==> src/core/acs_defines.svh <==
// Constants for the converter sequencer: timing, widths and codes
`ifndef ACS_DEFINES_SVH
`define ACS_DEFINES_SVH

// -----------------------------------------------------------------
// Clock and timing
// -----------------------------------------------------------------
`define ACS_CLK_MHZ 50
`define ACS_SYNC_US 30
`define ACS_SYNC_CYCLES (`ACS_SYNC_US * `ACS_CLK_MHZ)
`define ACS_DLY_UNIT_US 40
`define ACS_DLY_UNIT_CYCLES (`ACS_DLY_UNIT_US * `ACS_CLK_MHZ)
// Converter clock near 1.33 MHz: 50 MHz / (2 * 19) = 1.316 MHz
`define ACS_CONV_HALF_DIV 5'h13

// -----------------------------------------------------------------
// Widths and codes
// -----------------------------------------------------------------
`define ACS_RES_W 10
`define ACS_SLOTS 8
`define ACS_CNT_W 16
`define ACS_FULL_SCALE 10'h3FF
`define ACS_CH_DIE_TEMP 4'h3
`define ACS_CH_COIN_CELL 4'h8
`define ACS_CH_FIRST_EXT 4'h9
`define ACS_SLOT0 3'h0
`define ACS_DLY_NONE 4'h0

`endif

==> src/core/acs_pkg.sv <==
// Types shared by the converter sequencer design
`default_nettype none
package acs_pkg;
   typedef enum logic [2:0] {
      ACS_CAL = 3'h0,
      ACS_IDLE = 3'h1,
      ACS_SYNC = 3'h2,
      ACS_DLY_FIRST = 3'h3,
      ACS_CONV_REQ = 3'h4,
      ACS_CONV_WAIT = 3'h5,
      ACS_DLY_BETWEEN = 3'h6,
      ACS_DLY_END = 3'h7
   } acs_state_t;
endpackage
`default_nettype wire

==> src/core/acs_timer.sv <==
// Down-counting wait timer with a one-cycle expiry pulse
`include "acs_defines.svh"
`default_nettype none
module acs_timer (
   input wire logic clk,
   input wire logic rst_n,
   input wire logic load,
   input wire logic [`ACS_CNT_W-1:0] cycles,
   output logic expired
);
   logic [`ACS_CNT_W-1:0] cnt;
   logic running;
   logic [`ACS_CNT_W-1:0] next_cnt;
   logic next_running;
   logic next_expired;

   // A zero load expires on the next edge so a zero delay still ends
   always_comb begin
      next_cnt = cnt;
      next_running = running;
      next_expired = 1'b0;
      if (load) begin
         next_cnt = cycles;
         next_running = 1'b1;
      end else if (running) begin
         if (cnt <= `ACS_CNT_W'(1)) begin
            next_running = 1'b0;
            next_expired = 1'b1;
         end else begin
            next_cnt = cnt - `ACS_CNT_W'(1);
         end
      end
   end

   always_ff @(posedge clk) begin
      if (!rst_n) begin
         cnt <= '0;
         running <= 1'b0;
         expired <= 1'b0;
      end else begin
         cnt <= next_cnt;
         running <= next_running;
         expired <= next_expired;
      end
   end
endmodule // acs_timer
`default_nettype wire

==> src/core/acs_result_mem.sv <==
// Eight-slot result store, read as pairs with registered read data
`include "acs_defines.svh"
`default_nettype none
module acs_result_mem (
   input wire logic clk,
   input wire logic rst_n,
   input wire logic wr_en,
   input wire logic [2:0] wr_slot,
   input wire logic [`ACS_RES_W-1:0] wr_data,
   input wire logic [1:0] rd_pair,
   output logic [`ACS_RES_W-1:0] rd_lo,
   output logic [`ACS_RES_W-1:0] rd_hi
);
   logic [`ACS_RES_W-1:0] mem [`ACS_SLOTS];
   logic [`ACS_RES_W-1:0] next_mem [`ACS_SLOTS];

   // One write port; each entry decodes its own enable
   generate
      for (genvar i = 0; i < `ACS_SLOTS; i++) begin : g_slot
         always_comb begin
            next_mem[i] = mem[i];
            if (wr_en && (wr_slot == 3'(i))) begin
               next_mem[i] = wr_data;
            end
         end
         always_ff @(posedge clk) begin
            if (!rst_n) begin
               mem[i] <= '0;
            end else begin
               mem[i] <= next_mem[i];
            end
         end
      end
   endgenerate

   // Pair k holds slots 2k (low) and 2k+1 (high)
   always_ff @(posedge clk) begin
      if (!rst_n) begin
         rd_lo <= '0;
         rd_hi <= '0;
      end else begin
         rd_lo <= mem[{rd_pair, 1'b0}];
         rd_hi <= mem[{rd_pair, 1'b1}];
      end
   end
endmodule // acs_result_mem
`default_nettype wire

==> src/core/acs_sequencer.sv <==
// Conversion sequencer for the 10-bit multi-channel converter
//
// Summary of operation
// - Sixteen inputs chosen by a four-bit code in each slot.
// - Results are 10 bits; converter clock is divided to about 1.33 MHz.
// - An overrange input saturates the stored result at full scale.
// - Each finished pass sets the done flag; the mask gates the interrupt.
// - Once calibration is done, enable low keeps the converter powered down and the sequencer idle.
// - Offset and gain calibration runs once after every power-up.
// - First conversion waits sync time (30 us) then the initial delay.
// - Each delay code is its value times 40 us.
// - Initial delay before first conversion, inter delay between them.
// - End-of-pass delay applies only in continuous mode.
// - All three delay settings reset to zero.
// - At most eight conversions; each slot's code picks the input.
// - Slots run from zero through the last slot index inclusive.
// - Continuous mode loops passes; it resets to single pass.
// - Hold in continuous mode blocks result updates.
// - Results are read as four pairs of slots.
// - Touch readings take priority and overwrite sequence results.
`include "acs_defines.svh"
`default_nettype none
module acs_sequencer #(
   parameter int unsigned DELAY_UNIT_CYCLES = `ACS_DLY_UNIT_CYCLES,
   parameter int unsigned SYNC_CYCLES = `ACS_SYNC_CYCLES
) (
   input wire logic clk,
   input wire logic rst_n,
   input wire logic converter_enable,
   input wire logic sequence_start,
   input wire logic [31:0] slot_channel_select,
   input wire logic [2:0] last_slot_index,
   input wire logic continuous_loop,
   input wire logic result_update_hold,
   input wire logic [3:0] initial_delay,
   input wire logic [3:0] inter_conversion_delay,
   input wire logic [3:0] end_of_pass_delay,
   input wire logic conversion_done_mask,
   input wire logic done_flag_clear,
   input wire logic [1:0] result_pair_select,
   input wire logic cal_done,
   input wire logic conv_done,
   input wire logic [`ACS_RES_W-1:0] conv_data,
   input wire logic conv_overrange,
   input wire logic touch_busy,
   input wire logic touch_wr,
   input wire logic [2:0] touch_slot,
   input wire logic [`ACS_RES_W-1:0] touch_data,
   output logic converter_power_down,
   output logic conv_clk,
   output logic cal_start,
   output logic conv_start,
   output logic [3:0] conv_channel,
   output logic sequence_busy,
   output logic conversion_done_flag,
   output logic irq,
   output logic [`ACS_RES_W-1:0] slot_result_lo,
   output logic [`ACS_RES_W-1:0] slot_result_hi
);

   // ---------------------------------------------------------------
   // Declarations
   // ---------------------------------------------------------------
   acs_pkg::acs_state_t state;
   acs_pkg::acs_state_t next_state;
   logic [2:0] slot;
   logic [2:0] next_slot;
   logic [3:0] dly_first;
   logic [3:0] dly_between;
   logic [3:0] dly_end;
   logic tmr_load;
   logic next_tmr_load;
   logic [`ACS_CNT_W-1:0] tmr_cycles;
   logic [`ACS_CNT_W-1:0] next_tmr_cycles;
   logic tmr_expired;
   logic next_cal_start;
   logic next_conv_start;
   logic [3:0] next_conv_channel;
   logic pass_end;
   logic res_wr;
   logic [`ACS_RES_W-1:0] res_data;
   logic mem_wr;
   logic [2:0] mem_slot;
   logic [`ACS_RES_W-1:0] mem_data;
   logic next_flag;
   logic next_irq;
   logic [4:0] div_cnt;
   logic [4:0] next_div_cnt;
   logic next_conv_clk;

   // Delay code to cycles: code times the 40 us unit
   function automatic logic [`ACS_CNT_W-1:0] dly_cycles(
      input logic [3:0] code
   );
      dly_cycles = `ACS_CNT_W'(code) * `ACS_CNT_W'(DELAY_UNIT_CYCLES);
   endfunction

   // ---------------------------------------------------------------
   // Delay settings
   // ---------------------------------------------------------------
   // Local copies so the delays read zero straight after reset
   always_ff @(posedge clk) begin
      if (!rst_n) begin
         dly_first <= `ACS_DLY_NONE;
         dly_between <= `ACS_DLY_NONE;
         dly_end <= `ACS_DLY_NONE;
      end else begin
         dly_first <= initial_delay;
         dly_between <= inter_conversion_delay;
         dly_end <= end_of_pass_delay;
      end
   end

   // ---------------------------------------------------------------
   // Converter clock divider
   // ---------------------------------------------------------------
   // Stopped while powered down to save power
   always_comb begin
      next_div_cnt = div_cnt;
      next_conv_clk = conv_clk;
      if (!converter_enable) begin
         next_div_cnt = '0;
         next_conv_clk = 1'b0;
      end else if (div_cnt == `ACS_CONV_HALF_DIV - 5'h01) begin
         next_div_cnt = '0;
         next_conv_clk = ~conv_clk;
      end else begin
         next_div_cnt = div_cnt + 5'h01;
      end
   end

   always_ff @(posedge clk) begin
      if (!rst_n) begin
         div_cnt <= '0;
         conv_clk <= 1'b0;
      end else begin
         div_cnt <= next_div_cnt;
         conv_clk <= next_conv_clk;
      end
   end

   // ---------------------------------------------------------------
   // Sequencer state machine
   // ---------------------------------------------------------------
   assign pass_end = (slot == last_slot_index);

   always_comb begin
      next_state = state;
      next_slot = slot;
      next_tmr_load = 1'b0;
      next_tmr_cycles = tmr_cycles;
      next_cal_start = 1'b0;
      next_conv_start = 1'b0;
      next_conv_channel = conv_channel;
      unique case (state)
         acs_pkg::ACS_CAL: begin
            // Calibration needs no processor action after power-up
            next_cal_start = !cal_done;
            if (cal_done) begin
               next_state = acs_pkg::ACS_IDLE;
            end
         end
         acs_pkg::ACS_IDLE: begin
            next_slot = `ACS_SLOT0;
            // Start while disabled is dropped, not remembered
            if (sequence_start && converter_enable) begin
               next_state = acs_pkg::ACS_SYNC;
               next_tmr_load = 1'b1;
               next_tmr_cycles = `ACS_CNT_W'(SYNC_CYCLES);
            end
         end
         acs_pkg::ACS_SYNC: begin
            if (tmr_expired) begin
               next_state = acs_pkg::ACS_DLY_FIRST;
               next_tmr_load = 1'b1;
               next_tmr_cycles = dly_cycles(dly_first);
            end
         end
         acs_pkg::ACS_DLY_FIRST, acs_pkg::ACS_DLY_BETWEEN,
         acs_pkg::ACS_DLY_END: begin
            if (tmr_expired) begin
               next_state = acs_pkg::ACS_CONV_REQ;
            end
         end
         acs_pkg::ACS_CONV_REQ: begin
            // Touch readings own the converter; wait them out
            if (!touch_busy) begin
               next_conv_start = 1'b1;
               next_conv_channel = slot_channel_select[slot*4 +: 4];
               next_state = acs_pkg::ACS_CONV_WAIT;
            end
         end
         acs_pkg::ACS_CONV_WAIT: begin
            if (conv_done) begin
               next_tmr_load = 1'b1;
               if (!pass_end) begin
                  next_slot = slot + 3'h1;
                  next_state = acs_pkg::ACS_DLY_BETWEEN;
                  next_tmr_cycles = dly_cycles(dly_between);
               end else if (continuous_loop) begin
                  next_slot = `ACS_SLOT0;
                  next_state = acs_pkg::ACS_DLY_END;
                  next_tmr_cycles = dly_cycles(dly_end);
               end else begin
                  next_tmr_load = 1'b0;
                  next_state = acs_pkg::ACS_IDLE;
               end
            end
         end
      endcase
      // Dropping enable abandons any sequence in flight
      if (!converter_enable && state != acs_pkg::ACS_CAL) begin
         next_state = acs_pkg::ACS_IDLE;
         next_tmr_load = 1'b0;
         next_conv_start = 1'b0;
      end
   end

   always_ff @(posedge clk) begin
      if (!rst_n) begin
         state <= acs_pkg::ACS_CAL;
         slot <= `ACS_SLOT0;
         tmr_load <= 1'b0;
         tmr_cycles <= '0;
         cal_start <= 1'b0;
         conv_start <= 1'b0;
         conv_channel <= `ACS_CH_DIE_TEMP;
      end else begin
         state <= next_state;
         slot <= next_slot;
         tmr_load <= next_tmr_load;
         tmr_cycles <= next_tmr_cycles;
         cal_start <= next_cal_start;
         conv_start <= next_conv_start;
         conv_channel <= next_conv_channel;
      end
   end

   // ---------------------------------------------------------------
   // Status outputs
   // ---------------------------------------------------------------
   // Calibration start is a level during the calibration state
   always_ff @(posedge clk) begin
      if (!rst_n) begin
         converter_power_down <= 1'b1;
         sequence_busy <= 1'b0;
      end else begin
         converter_power_down <= !converter_enable
            && next_state != acs_pkg::ACS_CAL;
         sequence_busy <= next_state != acs_pkg::ACS_IDLE
            && next_state != acs_pkg::ACS_CAL;
      end
   end

   // ---------------------------------------------------------------
   // Shared wait timer
   // ---------------------------------------------------------------
   acs_timer u_timer (
      .clk(clk),
      .rst_n(rst_n),
      .load(tmr_load),
      .cycles(tmr_cycles),
      .expired(tmr_expired)
   );

   // ---------------------------------------------------------------
   // Result write path
   // ---------------------------------------------------------------
   // Hold only matters in continuous mode, where passes overwrite
   assign res_wr = state == acs_pkg::ACS_CONV_WAIT && conv_done
      && converter_enable
      && !(continuous_loop && result_update_hold);
   assign res_data = conv_overrange ? `ACS_FULL_SCALE : conv_data;

   // Touch data wins a same-cycle collision; it would overwrite anyway
   always_comb begin
      mem_wr = res_wr;
      mem_slot = slot;
      mem_data = res_data;
      if (touch_wr) begin
         mem_wr = 1'b1;
         mem_slot = touch_slot;
         mem_data = touch_data;
      end
   end

   acs_result_mem u_results (
      .clk(clk),
      .rst_n(rst_n),
      .wr_en(mem_wr),
      .wr_slot(mem_slot),
      .wr_data(mem_data),
      .rd_pair(result_pair_select),
      .rd_lo(slot_result_lo),
      .rd_hi(slot_result_hi)
   );

   // ---------------------------------------------------------------
   // Done flag and interrupt
   // ---------------------------------------------------------------
   // Set beats clear so a pass ending during the clear is not lost
   always_comb begin
      next_flag = conversion_done_flag;
      if (done_flag_clear) begin
         next_flag = 1'b0;
      end
      if (state == acs_pkg::ACS_CONV_WAIT && conv_done && pass_end
         && converter_enable) begin
         next_flag = 1'b1;
      end
      next_irq = next_flag && !conversion_done_mask;
   end

   always_ff @(posedge clk) begin
      if (!rst_n) begin
         conversion_done_flag <= 1'b0;
         irq <= 1'b0;
      end else begin
         conversion_done_flag <= next_flag;
         irq <= next_irq;
      end
   end

endmodule // acs_sequencer
`default_nettype wire

==> config.mk <==
export PLATFORM = sky130hd
export DESIGN_NAME = acs_sequencer
export DESIGN_NICKNAME = d
export VERILOG_FILES = /design/src/core/acs_pkg.sv /design/src/core/acs_timer.sv /design/src/core/acs_result_mem.sv /design/src/core/acs_sequencer.sv
export VERILOG_INCLUDE_DIRS = /design/src /design/src/core
export SDC_FILE = /design/constraint.sdc
export NUM_CORES = 1
export LEC_CHECK = 0
export ABC_CLOCK_PERIOD_IN_PS = 4410
export BUFFER_PORTS_ARGS = -buffer_cell sky130_fd_sc_hd__buf_2
export CORE_UTILIZATION = 45
export DETAILED_ROUTE_END_ITERATION = 10
export REMOVE_ABC_BUFFERS = 1
export SYNTH_ARGS = -nofsm -noshare
export SYNTH_HDL_FRONTEND = slang
export SYNTH_SLANG_ARGS = --single-unit
==> constraint.sdc <==
create_clock -name clk -period 4.41 [get_ports clk]
set_clock_uncertainty 0.15 [all_clocks]
set_input_delay 0.441 -clock clk [delete_from_list [all_inputs] [get_ports clk]]
set_output_delay 0.441 -clock clk [all_outputs]
set_load 0.02 [all_outputs]
==> impl_metrics.ini, run 1 <==
[clock_tree]
cts_root_buffer = clkbuf_16
postCtsSetupBuffers = 0
ctsHtreeMaxLevel = 4
cts_tree = built
cts_made_buffers = 17
clk_pin_slew_ps = 70
cts.sinks = 165
postCtsHoldBufs = 0
cts_buffer_depth = 2
clk-insertion-delay-late_ps = 430
cts_resized = 0

[power_and_ir_drop]
p_int_mw = 2.63
swShare_pct = 27.6
pwr_density_cell_nw_per_um2 = 360
comb_power_share_pct = 13.5
peakVddDrop_mv = 0.271
power_switching_mw = 1.00
seqPwrFrac_pct = 47.0
p_leak_nw = 4.31
pwr-share-clk_pct = 39.5

[place]
gp_congestion = 0.852
portBuffers = 115
hpwlAfterDp_um = 14400

[die]
start_util_pct = 46.2
rows = 50
core_area_um2 = 18800
die_x_um = 141
num_io_pins = 116
die-area_um2 = 19900
die_y_um = 141

[cells_and_area]
final_util_pct = 53.6
layout-drive-gt1-share_pct = 21.6
final_cell_mix = nor2_1 (120), buf_2 (115), dfxtp_1 (85), edfxtp_1 (80), ha_1 (47)
area_delta_synth_final_pct = 16.0
fillers = 1698
antenna_cells = 0
multiInputGateArea_um2 = 4300
nets = 1054
regArea_um2 = 4100
final_common_cell = nor2_1

[global_routing]
grt_pass1_vias = 5846
grt_use_total_pct = 20.8
grt_pass1_wl_um = 31300
overflow = 0
antenna_found_initial = 0
grt_max_degree = 67

[logic_synthesis]
syn-cell-area_um2 = 8690
async_flop_share_pct = 0
ys_warn_count = 0
synth_cell_types = 64
synth_area_per_cell_um2 = 11.0
synth_ff_type = dfxtp_1
seq_area_frac_synth_pct = 47.2
synth_edf_count = 80
syn_inst = 789
ys_ff_latch = 165

[min_path]
min_from = conversion_done_mask
min_path_type = in2reg

[timing]
layout_min_cycle_time_ps = 3280
worst_pin_slew_ps = 1090
maxSlewHeadroom_pct = 26.6
rsz0062_at_grt = false
fin_crit_sh_pct = 74.4
finalSetupTns_ps = 0
setup_viol = 0
drv_slew = 0
fmax_mhz = 305
hold_slack_ps = 17.2
hold_violations = 0

[routing]
drcViolationCount = 0
detail-route-antenna-nets = 0
first_pass_iters = 7
routedWlPerCell_um = 17.0
vias = 6215
drtIter0Drc = 457
drt-total-wl_um = 20000
via_per_inst = 5.29

[setup_path]
start_kind = flip-flop
rrSetupSlack_ps = 1130
critical_path.max_fanout = 6
critPathLaunch = dly_between[1]
path_class = reg2reg
critPathArrivalTime_ps = 3490
cp-end-kind = flip-flop
required_ps = 4620
reg2reg_from = dly_between[1]

[status]
status = completed

[flow_run]
drv_cap = 0
-- registers in the layout, indices dropped and copies added (netlist names), 3 cells and up --
signal           cells
tmr_cycles          12
dly_between          4
u_results.mem       80
u_results.rd_lo     10
div_cnt              5
dly_first            4
conv_channel         4
u_results.rd_hi     10
u_timer.cnt         16
slot                 3
dly_end              4
state                3
-- cell families after synthesis --
group | after synthesis | synth area share, %
AO/OA/AOI/OAI | 151 | 11.7
XOR/XNOR | 30 | 3.02
adder cells (fa/ha/maj) | 68 | 11.6
buffers and inverters | 73 | 3.37
flip-flops | 165 | 47.2
multiplexers | 43 | 9.02
AND/OR/NAND/NOR | 259 | 14.1
-- layout make-up --
type | instances | area share (%)
clock inverter | 15 | 1.36
clock buffer | 17 | 4.22
multi-input combinational | 551 | 42.6
inverter | 43 | 1.60
tap | 260 | 3.23
timing repair buffer | 123 | 6.30
sequential | 165 | 40.7
-- Yosys cell counts, types with 5 or more instances --
| master | number | area share (%) |
|---|---|---|
| nor3_1 | 11 | 0.63 |
| nand3_1 | 10 | 0.58 |
| o311a_1 | 5 | 0.58 |
| xnor2_1 | 19 | 1.9 |
| ha_1 | 47 | 6.8 |
| nand2_1 | 40 | 1.7 |
| clkbuf_1 | 24 | 1.0 |
| a21oi_1 | 26 | 1.5 |
| a211oi_1 | 12 | 1.0 |
| nand2b_1 | 10 | 0.72 |
| inv_1 | 42 | 1.8 |
| o22ai_1 | 9 | 0.65 |
| fa_1 | 21 | 4.8 |
| a22oi_1 | 6 | 0.52 |
| a21o_1 | 8 | 0.69 |
| edfxtp_1 | 80 | 28 |
| o21ai_0 | 34 | 2.0 |
| dfxtp_1 | 85 | 20 |
| a31oi_1 | 6 | 0.43 |
| and2_1 | 36 | 2.6 |
| mux4_2 | 28 | 7.3 |
| o211ai_1 | 10 | 0.86 |
| or2_2 | 5 | 0.36 |
| or3_1 | 5 | 0.36 |
| xor2_1 | 11 | 1.1 |
| mux2i_1 | 12 | 1.4 |
| nor2_1 | 120 | 5.2 |
| nor2b_1 | 5 | 0.36 |
-- per-layer routing --
layer / wire [µm] / vias to the layer above / global-route usage, % / share of wire, %
li1: - / 3060 / - / -
met1: 8860 / 2994 / 26.4 / 44
met2: 10200 / 144 / 36.5 / 51
met3: 642 / 17 / 3.67 / 3.2
met4: 228 / 0 / 5.49 / 1.1
met5: 0 / - / 0 / 0
-- per-stage QoR --
stage               instances  worst slack, ps  power [mW]  cell area (µm²)
floorplan                 759             1340        2.06             8560
global placement         1142             1210        2.23             9520
detailed placement       1142             1120        2.23             9520
CTS                      1174             1110        3.67            10100
global route             1174              867        3.80            10100
finish                   1174             1130        3.63            10100
-- power by group through the flow --
stage	Sequential, mW	Clock, mW	Combinational, mW
after global routing	1.71	1.54	0.546
after CTS	1.71	1.46	0.495
final	1.71	1.44	0.490
after global placement	1.74	0	0.491
after floorplan	1.75	0	0.305
after detailed placement	1.74	0	0.492
-- critical path: stages (launching register included) --
cell	delay, ps
dfxtp_1	380
fa_1	620
inv_1	100
fa_1	510
inv_1	40
ha_1	340
o21ai_0	290
o21ai_0	140
a41oi_1	250
xnor2_1	140
a22oi_1	80
a31oi_1	170
-- final timing paths --
path / cells after the start / endpoint
min: 2 / irq
min reg2reg: 1 / div_cnt[0]
max reg2reg: 11 / tmr_cycles[14]
max: 11 / tmr_cycles[14]
No activity file was read; power rests on OpenSTA's default activity.
==> inputs of run 2 (changes only) <==
--- a/config.mk
+++ b/config.mk
@@ -6,10 +6,11 @@
 export SDC_FILE = /design/constraint.sdc
 export NUM_CORES = 1
 export LEC_CHECK = 0
-export ABC_CLOCK_PERIOD_IN_PS = 4410
+export ABC_CLOCK_PERIOD_IN_PS = 2780
 export BUFFER_PORTS_ARGS = -buffer_cell sky130_fd_sc_hd__buf_2
 export CORE_UTILIZATION = 45
 export DETAILED_ROUTE_END_ITERATION = 10
+export PLACE_DENSITY = 0.67
 export REMOVE_ABC_BUFFERS = 1
 export SYNTH_ARGS = -nofsm -noshare
 export SYNTH_HDL_FRONTEND = slang
==> constraint.sdc (replaced) <==
create_clock -name clk -period 2.78 [get_ports clk]
set_clock_uncertainty 0.15 [all_clocks]
set_input_delay 0.278 -clock clk [delete_from_list [all_inputs] [get_ports clk]]
set_output_delay 0.278 -clock clk [all_outputs]
set_load 0.02 [all_outputs]
==> run 2 against run 1 <==
The flow now finishes with violations (setup timing). Register-to-register slack worse by 1300 ps. Sequential share of layout area down 3.0 points. Largest cell class unchanged. Total power up 66%. Sequential cell count unchanged. Critical path type unchanged. Final cell count up 6.7%. Combinational power up 110%. Global-route usage up 1.1 points. Clock power up 60%. Wire length up 4.6%.
==> impl_metrics.ini, run 2 (synthesized netlist as in run 1, its figures left out) <==
[clock_tree]
ctsHtreeMaxLevel = 4
clk_pin_slew_ps = 70
cts_buffer_depth = 2
cts_tree = built
cts_root_buffer = clkbuf_16
cts.sinks = 165
clk-insertion-delay-late_ps = 430
cts_made_buffers = 17

[global_routing]
grt_max_degree = 33
grt_use_total_pct = 21.8
antenna_found_initial = 2
overflow = 0
grt_pass1_vias = 6593
grt_pass1_wl_um = 33000

[status]
failed_checks = setup timing
status = finished with violations

[timing]
finalSetupTns_ps = -709
maxSlewHeadroom_pct = 53.0
fin_crit_sh_pct = 106
fmax_mhz = 339
hold_violations = 0
rsz0062_at_grt = true
layout_min_cycle_time_ps = 2950
worst_slack_ps = -168
worst_pin_slew_ps = 698
setup_viol = 5
drv_slew = 0

[power_and_ir_drop]
p_leak_nw = 4.72
peakVddDrop_mv = 0.446
pwr_density_cell_nw_per_um2 = 554

[cells_and_area]
nets = 1131
top_regs = u_results.mem (80), u_timer.cnt (16), tmr_cycles (12)
final_common_cell = nor2_1
area_delta_synth_final_pct = 25.3
layout-drive-gt1-share_pct = 29.4
largest_register_ffs = 80
final_cell_mix = nor2_1 (119), buf_2 (115), dfxtp_1 (80), edfxtp_1 (80), buf_4 (68)
fin_area_um2 = 10900
regMostFlops = u_results.mem

[routing]
drtIter0Drc = 326
vias = 6660
routedWlPerCell_um = 16.7
detail-route-antenna-nets = 0
drcViolationCount = 0
first_pass_iters = 4
via_per_inst = 5.32
drt-total-wl_um = 20900

[place]
place_area_um2 = 9970
hpwlAfterDp_um = 14800
place_ws_ps = -359
portBuffers = 115
gp_congestion = 0.819

[setup_path]
worst_path_largest_cell_delay_ps = 570
cp_common_cell = fa_1
crit_slowest_cell = fa_1
r2r_cells = 11
path_class = reg2reg
cp-end-kind = flip-flop
critPathArrivalTime_ps = 3110
critical_path.max_fanout = 3
start_kind = flip-flop
required_ps = 2940
cp_cell_sequence = fa_1 -> inv_2 -> buf_6 -> fa_1 -> ha_4 -> o21ai_4 -> o21bai_1 -> a21oi_1 -> xnor2_1 -> a22oi_1 -> a31oi_1

[die]
die-area_um2 = 19900
num_io_pins = 116
die_x_um = 141
die_y_um = 141
rows = 50
start_util_pct = 46.2
core_area_um2 = 18800

[min_path]
min_path_type = in2reg
hold_depth = 3

[flow_run]
drv_cap = 0
==> run 2: cell types whose count changed in the layout (fill, tap and decap cells not counted), moves of 4 or more <==
| cell | change |
|---|---|
| ha_1 | -4 |
| a211oi_2 | +4 |
| ha_4 | +4 |
| dlygate4sd3_1 | +15 |
| clkinvlp_4 | -4 |
| buf_4 | +60 |
| dfxtp_1 | -5 |
| o21ai_0 | -5 |
| inv_1 | -5 |
| dfxtp_2 | +5 |
| inv_2 | +5 |
| a211oi_1 | -5 |
==> run 2: what timing repair did <==
action / in CTS / in global routing
pin swaps: 30 / 23
hold buffers: 15 / 0
resized for setup: 38 / 7
buffers inserted: 1 / 2
endpoints found under the setup margin: 6 / 7
hold endpoints to repair: 15 / 0
==> run 2: final cells by class <==
type | count | area, µm²
fillers | 1545 | 7930
multi-input cells | 551 | 4460
flip-flops and latches | 165 | 4110
repair buffers | 200 | 1260
clock buffers | 17 | 425
well taps | 260 | 325
inverters | 43 | 161
clock inverters | 15 | 155
diodes | 2 | 5.00
==> run 2: where the power goes <==
group	internal (mW)	leakage, nW	switching, mW	total (mW)
sequential	2.65	1.51	0.0407	2.70
clock	1.20	0.283	1.10	2.30
combinational	0.493	2.93	0.544	1.04
==> run 2: path summary, 6_finish.rpt <==
kind | start | to | slack, ps
worst max-delay path | dly_between[1] | tmr_cycles[12] | -170
worst min-delay path | cal_done | converter_power_down | 60
worst max register to register | dly_between[1] | tmr_cycles[12] | -170
worst min register to register | div_cnt[0] | div_cnt[0] | 310
==> run 2: routing by layer <==
metal | GRT usage [%] | vias to the layer above | routed length [µm]
met3 | 3.77 | 27 | 1080
met5 | 0 | - | 0
met2 | 36.3 | 182 | 10000
met4 | 7.72 | 0 | 330
met1 | 28.8 | 3226 | 9450
li1 | - | 3225 | -
==> run 2: critical path, delay by kind of cell (launching register included) <==
kind / cells / cell delay [ps]
compound gates: 5 / 640
xor+xnor: 1 / 140
fa+ha+maj: 3 / 1390
buf+inv: 2 / 170
flops: 1 / 330
==> run 2: through the flow <==
| step | utilization (%) | power [mW] | hold WS [ps] | std cells |
|---|---|---|---|---|
| after floorplan | - | 3.26 | 200 | 759 |
| after global placement | 52.9 | 3.63 | 293 | 1201 |
| after detailed placement | 52.9 | 3.64 | 288 | 1201 |
| after CTS | 57.6 | 6.04 | 55.1 | 1249 |
| after global routing | 57.9 | 6.28 | 80.7 | 1253 |
| final | 57.9 | 6.03 | 64.6 | 1253 |
==> inputs of run 3 (changes only) <==
--- a/config.mk
+++ b/config.mk
@@ -6,11 +6,11 @@
 export SDC_FILE = /design/constraint.sdc
 export NUM_CORES = 1
 export LEC_CHECK = 0
-export ABC_CLOCK_PERIOD_IN_PS = 2780
+export ABC_CLOCK_PERIOD_IN_PS = 2400
 export BUFFER_PORTS_ARGS = -buffer_cell sky130_fd_sc_hd__buf_2
-export CORE_UTILIZATION = 45
+export CORE_UTILIZATION = 53
 export DETAILED_ROUTE_END_ITERATION = 10
-export PLACE_DENSITY = 0.67
+export PLACE_DENSITY = 0.77
 export REMOVE_ABC_BUFFERS = 1
 export SYNTH_ARGS = -nofsm -noshare
 export SYNTH_HDL_FRONTEND = slang
==> constraint.sdc (replaced) <==
create_clock -name clk -period 2.4 [get_ports clk]
set_clock_uncertainty 0.15 [all_clocks]
set_input_delay 0.24 -clock clk [delete_from_list [all_inputs] [get_ports clk]]
set_output_delay 0.24 -clock clk [all_outputs]
set_load 0.02 [all_outputs]
==> run 3 against run 2 <==
The flow still finishes with violations (setup timing). Register-to-register slack got worse by 420 ps. Hold slack lost 55 ps. Non-clock buffer count grew 27. Total power up 20%. Utilization is 12 points higher. First-iteration DRC count up 73%. Sequential cell count unchanged. Fmax down 1.2%. Critical path type unchanged.
==> impl_metrics.ini, run 3 (synthesized netlist as in run 1, its figures left out) <==
[status]
status = finished with violations
failed_checks = setup timing

[place]
place_ws_ps = -745
hpwlAfterDp_um = 15000
dp_cells = 1185
gp_congestion = 0.903
portBuffers = 115

[setup_path]
reg2reg_to = tmr_cycles[14]
worst_path_largest_cell_delay_ps = 570
cp-end-kind = flip-flop
reg2reg_from = dly_between[1]
required_ps = 2540
path_class = reg2reg
worst-path-stages = 11
critical_path.max_fanout = 3
cp_cell_sequence = fa_1 -> inv_2 -> buf_6 -> fa_2 -> ha_4 -> o21ai_4 -> o21ai_2 -> a41oi_2 -> xnor2_2 -> a22oi_1 -> a31oi_1
critPathArrivalTime_ps = 3120
cp_num_buf_inv = 2
start_kind = flip-flop
critPathLaunch = dly_between[1]
critical_path.endpoint = tmr_cycles[14]
crit_family = adder cells
rrSetupSlack_ps = -580
crit_slowest_cell = fa_1
r2r_cells = 11

[power_and_ir_drop]
p_leak_nw = 4.87
power_switching_mw = 1.92
peakVddDrop_mv = 0.546
swShare_pct = 26.5
p_int_mw = 5.32
pwr-share-clk_pct = 38.7
pwr_density_cell_nw_per_um2 = 647
total_power_mw = 7.24
comb_power_share_pct = 18.1
seqPwrFrac_pct = 43.2

[cells_and_area]
regMostFlops = u_results.mem
area_delta_synth_final_pct = 28.7
final_util_pct = 70.2
final_cells = 1235
layout-drive-gt1-share_pct = 32.4
final_common_cell = nor2_1
fillers = 1144
final_cell_mix = nor2_1 (119), buf_2 (115), buf_4 (89), edfxtp_1 (80), dfxtp_1 (78)
nets = 1158
largest_register_ffs = 80
top_regs = u_results.mem (80), u_timer.cnt (16), tmr_cycles (12)

[routing]
routedWlPerCell_um = 17.6
first_pass_iters = 6
via_per_inst = 5.67
drcViolationCount = 0
drtIter0Drc = 565
drt-total-wl_um = 21800
vias = 7006
detail-route-antenna-nets = 0

[clock_tree]
cts_root_buffer = clkbuf_16
cts_made_buffers = 17
ctsHtreeMaxLevel = 4
clk-insertion-delay-late_ps = 430
cts_buffer_depth = 2
cts.sinks = 165
clk_pin_slew_ps = 70
cts_tree = built

[timing]
fin_crit_sh_pct = 124
rsz0062_at_grt = true
setup_viol = 7
hold_violations = 0
drv_slew = 0
layout_min_cycle_time_ps = 2980
worst_pin_slew_ps = 592
maxSlewHeadroom_pct = 60.5
fmax_mhz = 335
hold_slack_ps = 9.87
worst_slack_ps = -585

[die]
die-area_um2 = 16900
die_y_um = 130
start_util_pct = 54.5
core_area_um2 = 15900
die_x_um = 130
num_io_pins = 116
rows = 46

[global_routing]
grt_max_degree = 33
grt_pass1_vias = 6891
grt_use_total_pct = 27.1
antenna_found_initial = 1
grt_pass1_wl_um = 34400
overflow = 0

[min_path]
min_path_type = in2reg

[flow_run]
drv_cap = 0
run 3: cell types whose count changed in the layout (fill, tap and decap cells not counted), moves of 3 or more:
cell,change
buf_4,+21
inv_8,-4
a21oi_2,+3
ha_1,-7
inv_6,+3
ha_4,+6
buf_6,+5
run 3: worst min-delay path by stage:
stage                                    start        endpoint  slack [ps]  cells after the start
after floorplan           conversion_done_mask             irq         160                      1
after global placement    conversion_done_mask             irq         250                      2
after detailed placement  conversion_done_mask             irq         250                      2
after CTS                                rst_n  dly_between[2]           9                      2
after global routing                     rst_n  dly_between[2]           6                      2
final                                    rst_n  dly_between[2]          10                      2
run 3: through the flow:
| stage | TNS (ps) | area, µm² |
|---|---|---|
| CTS | -3230 | 11100 |
| floorplan | -7000 | 8560 |
| global route | -4060 | 11200 |
| detailed placement | -4210 | 10100 |
| global placement | -3840 | 10100 |
| finish | -3280 | 11200 |
run 3: layout make-up:
class | instances | area [µm²] | share of cell area, %
flip-flops and latches | 165 | 4110 | 36.8
clock buffers | 20 | 447 | 3.99
inverters | 43 | 161 | 1.44
well taps | 216 | 270 | 2.42
diodes | 1 | 2.50 | 0.0224
multi-input cells | 551 | 4550 | 40.7
repair buffers | 227 | 1480 | 13.3
clock inverters | 12 | 159 | 1.42
run 3: routing by layer:
| metal | GRT usage, % | vias up | share of wire [%] |
|---|---|---|---|
| met1 | 35.3 | 3410 | 42 |
| li1 | - | 3283 | - |
| met2 | 45.6 | 272 | 49 |
| met5 | 0 | - | 0 |
| met3 | 5.54 | 41 | 6.7 |
| met4 | 8.14 | 0 | 2.4 |
run 3: power groups by stage:
stage,combinational (mW),sequential [mW],clock [mW]
4_1_cts,1.22,3.13,2.83
5_1_grt,1.42,3.14,2.94
2_1_floorplan,0.560,3.22,0
3_3_place_gp,1.05,3.18,0
6_report,1.31,3.13,2.80
3_5_place_dp,1.08,3.18,0
run 3: worst register-to-register path: cells and delay by family (launching register included):
family,cells,cell delay [ps]
AO/OA/AOI/OAI,5,690
XOR/XNOR,1,170
adder cells (fa/ha/maj),3,1330
buffers and inverters,2,170
flip-flops,1,340
run 3: what timing repair did:
action / 4_1_cts / 5_1_grt
resized for setup: 38 / 29
pin swaps: 23 / 22
endpoints found under the hold margin: 15 / 0
setup buffers: 1 / 0
hold buffers: 16 / 0
endpoints found under the setup margin: 7 / 7
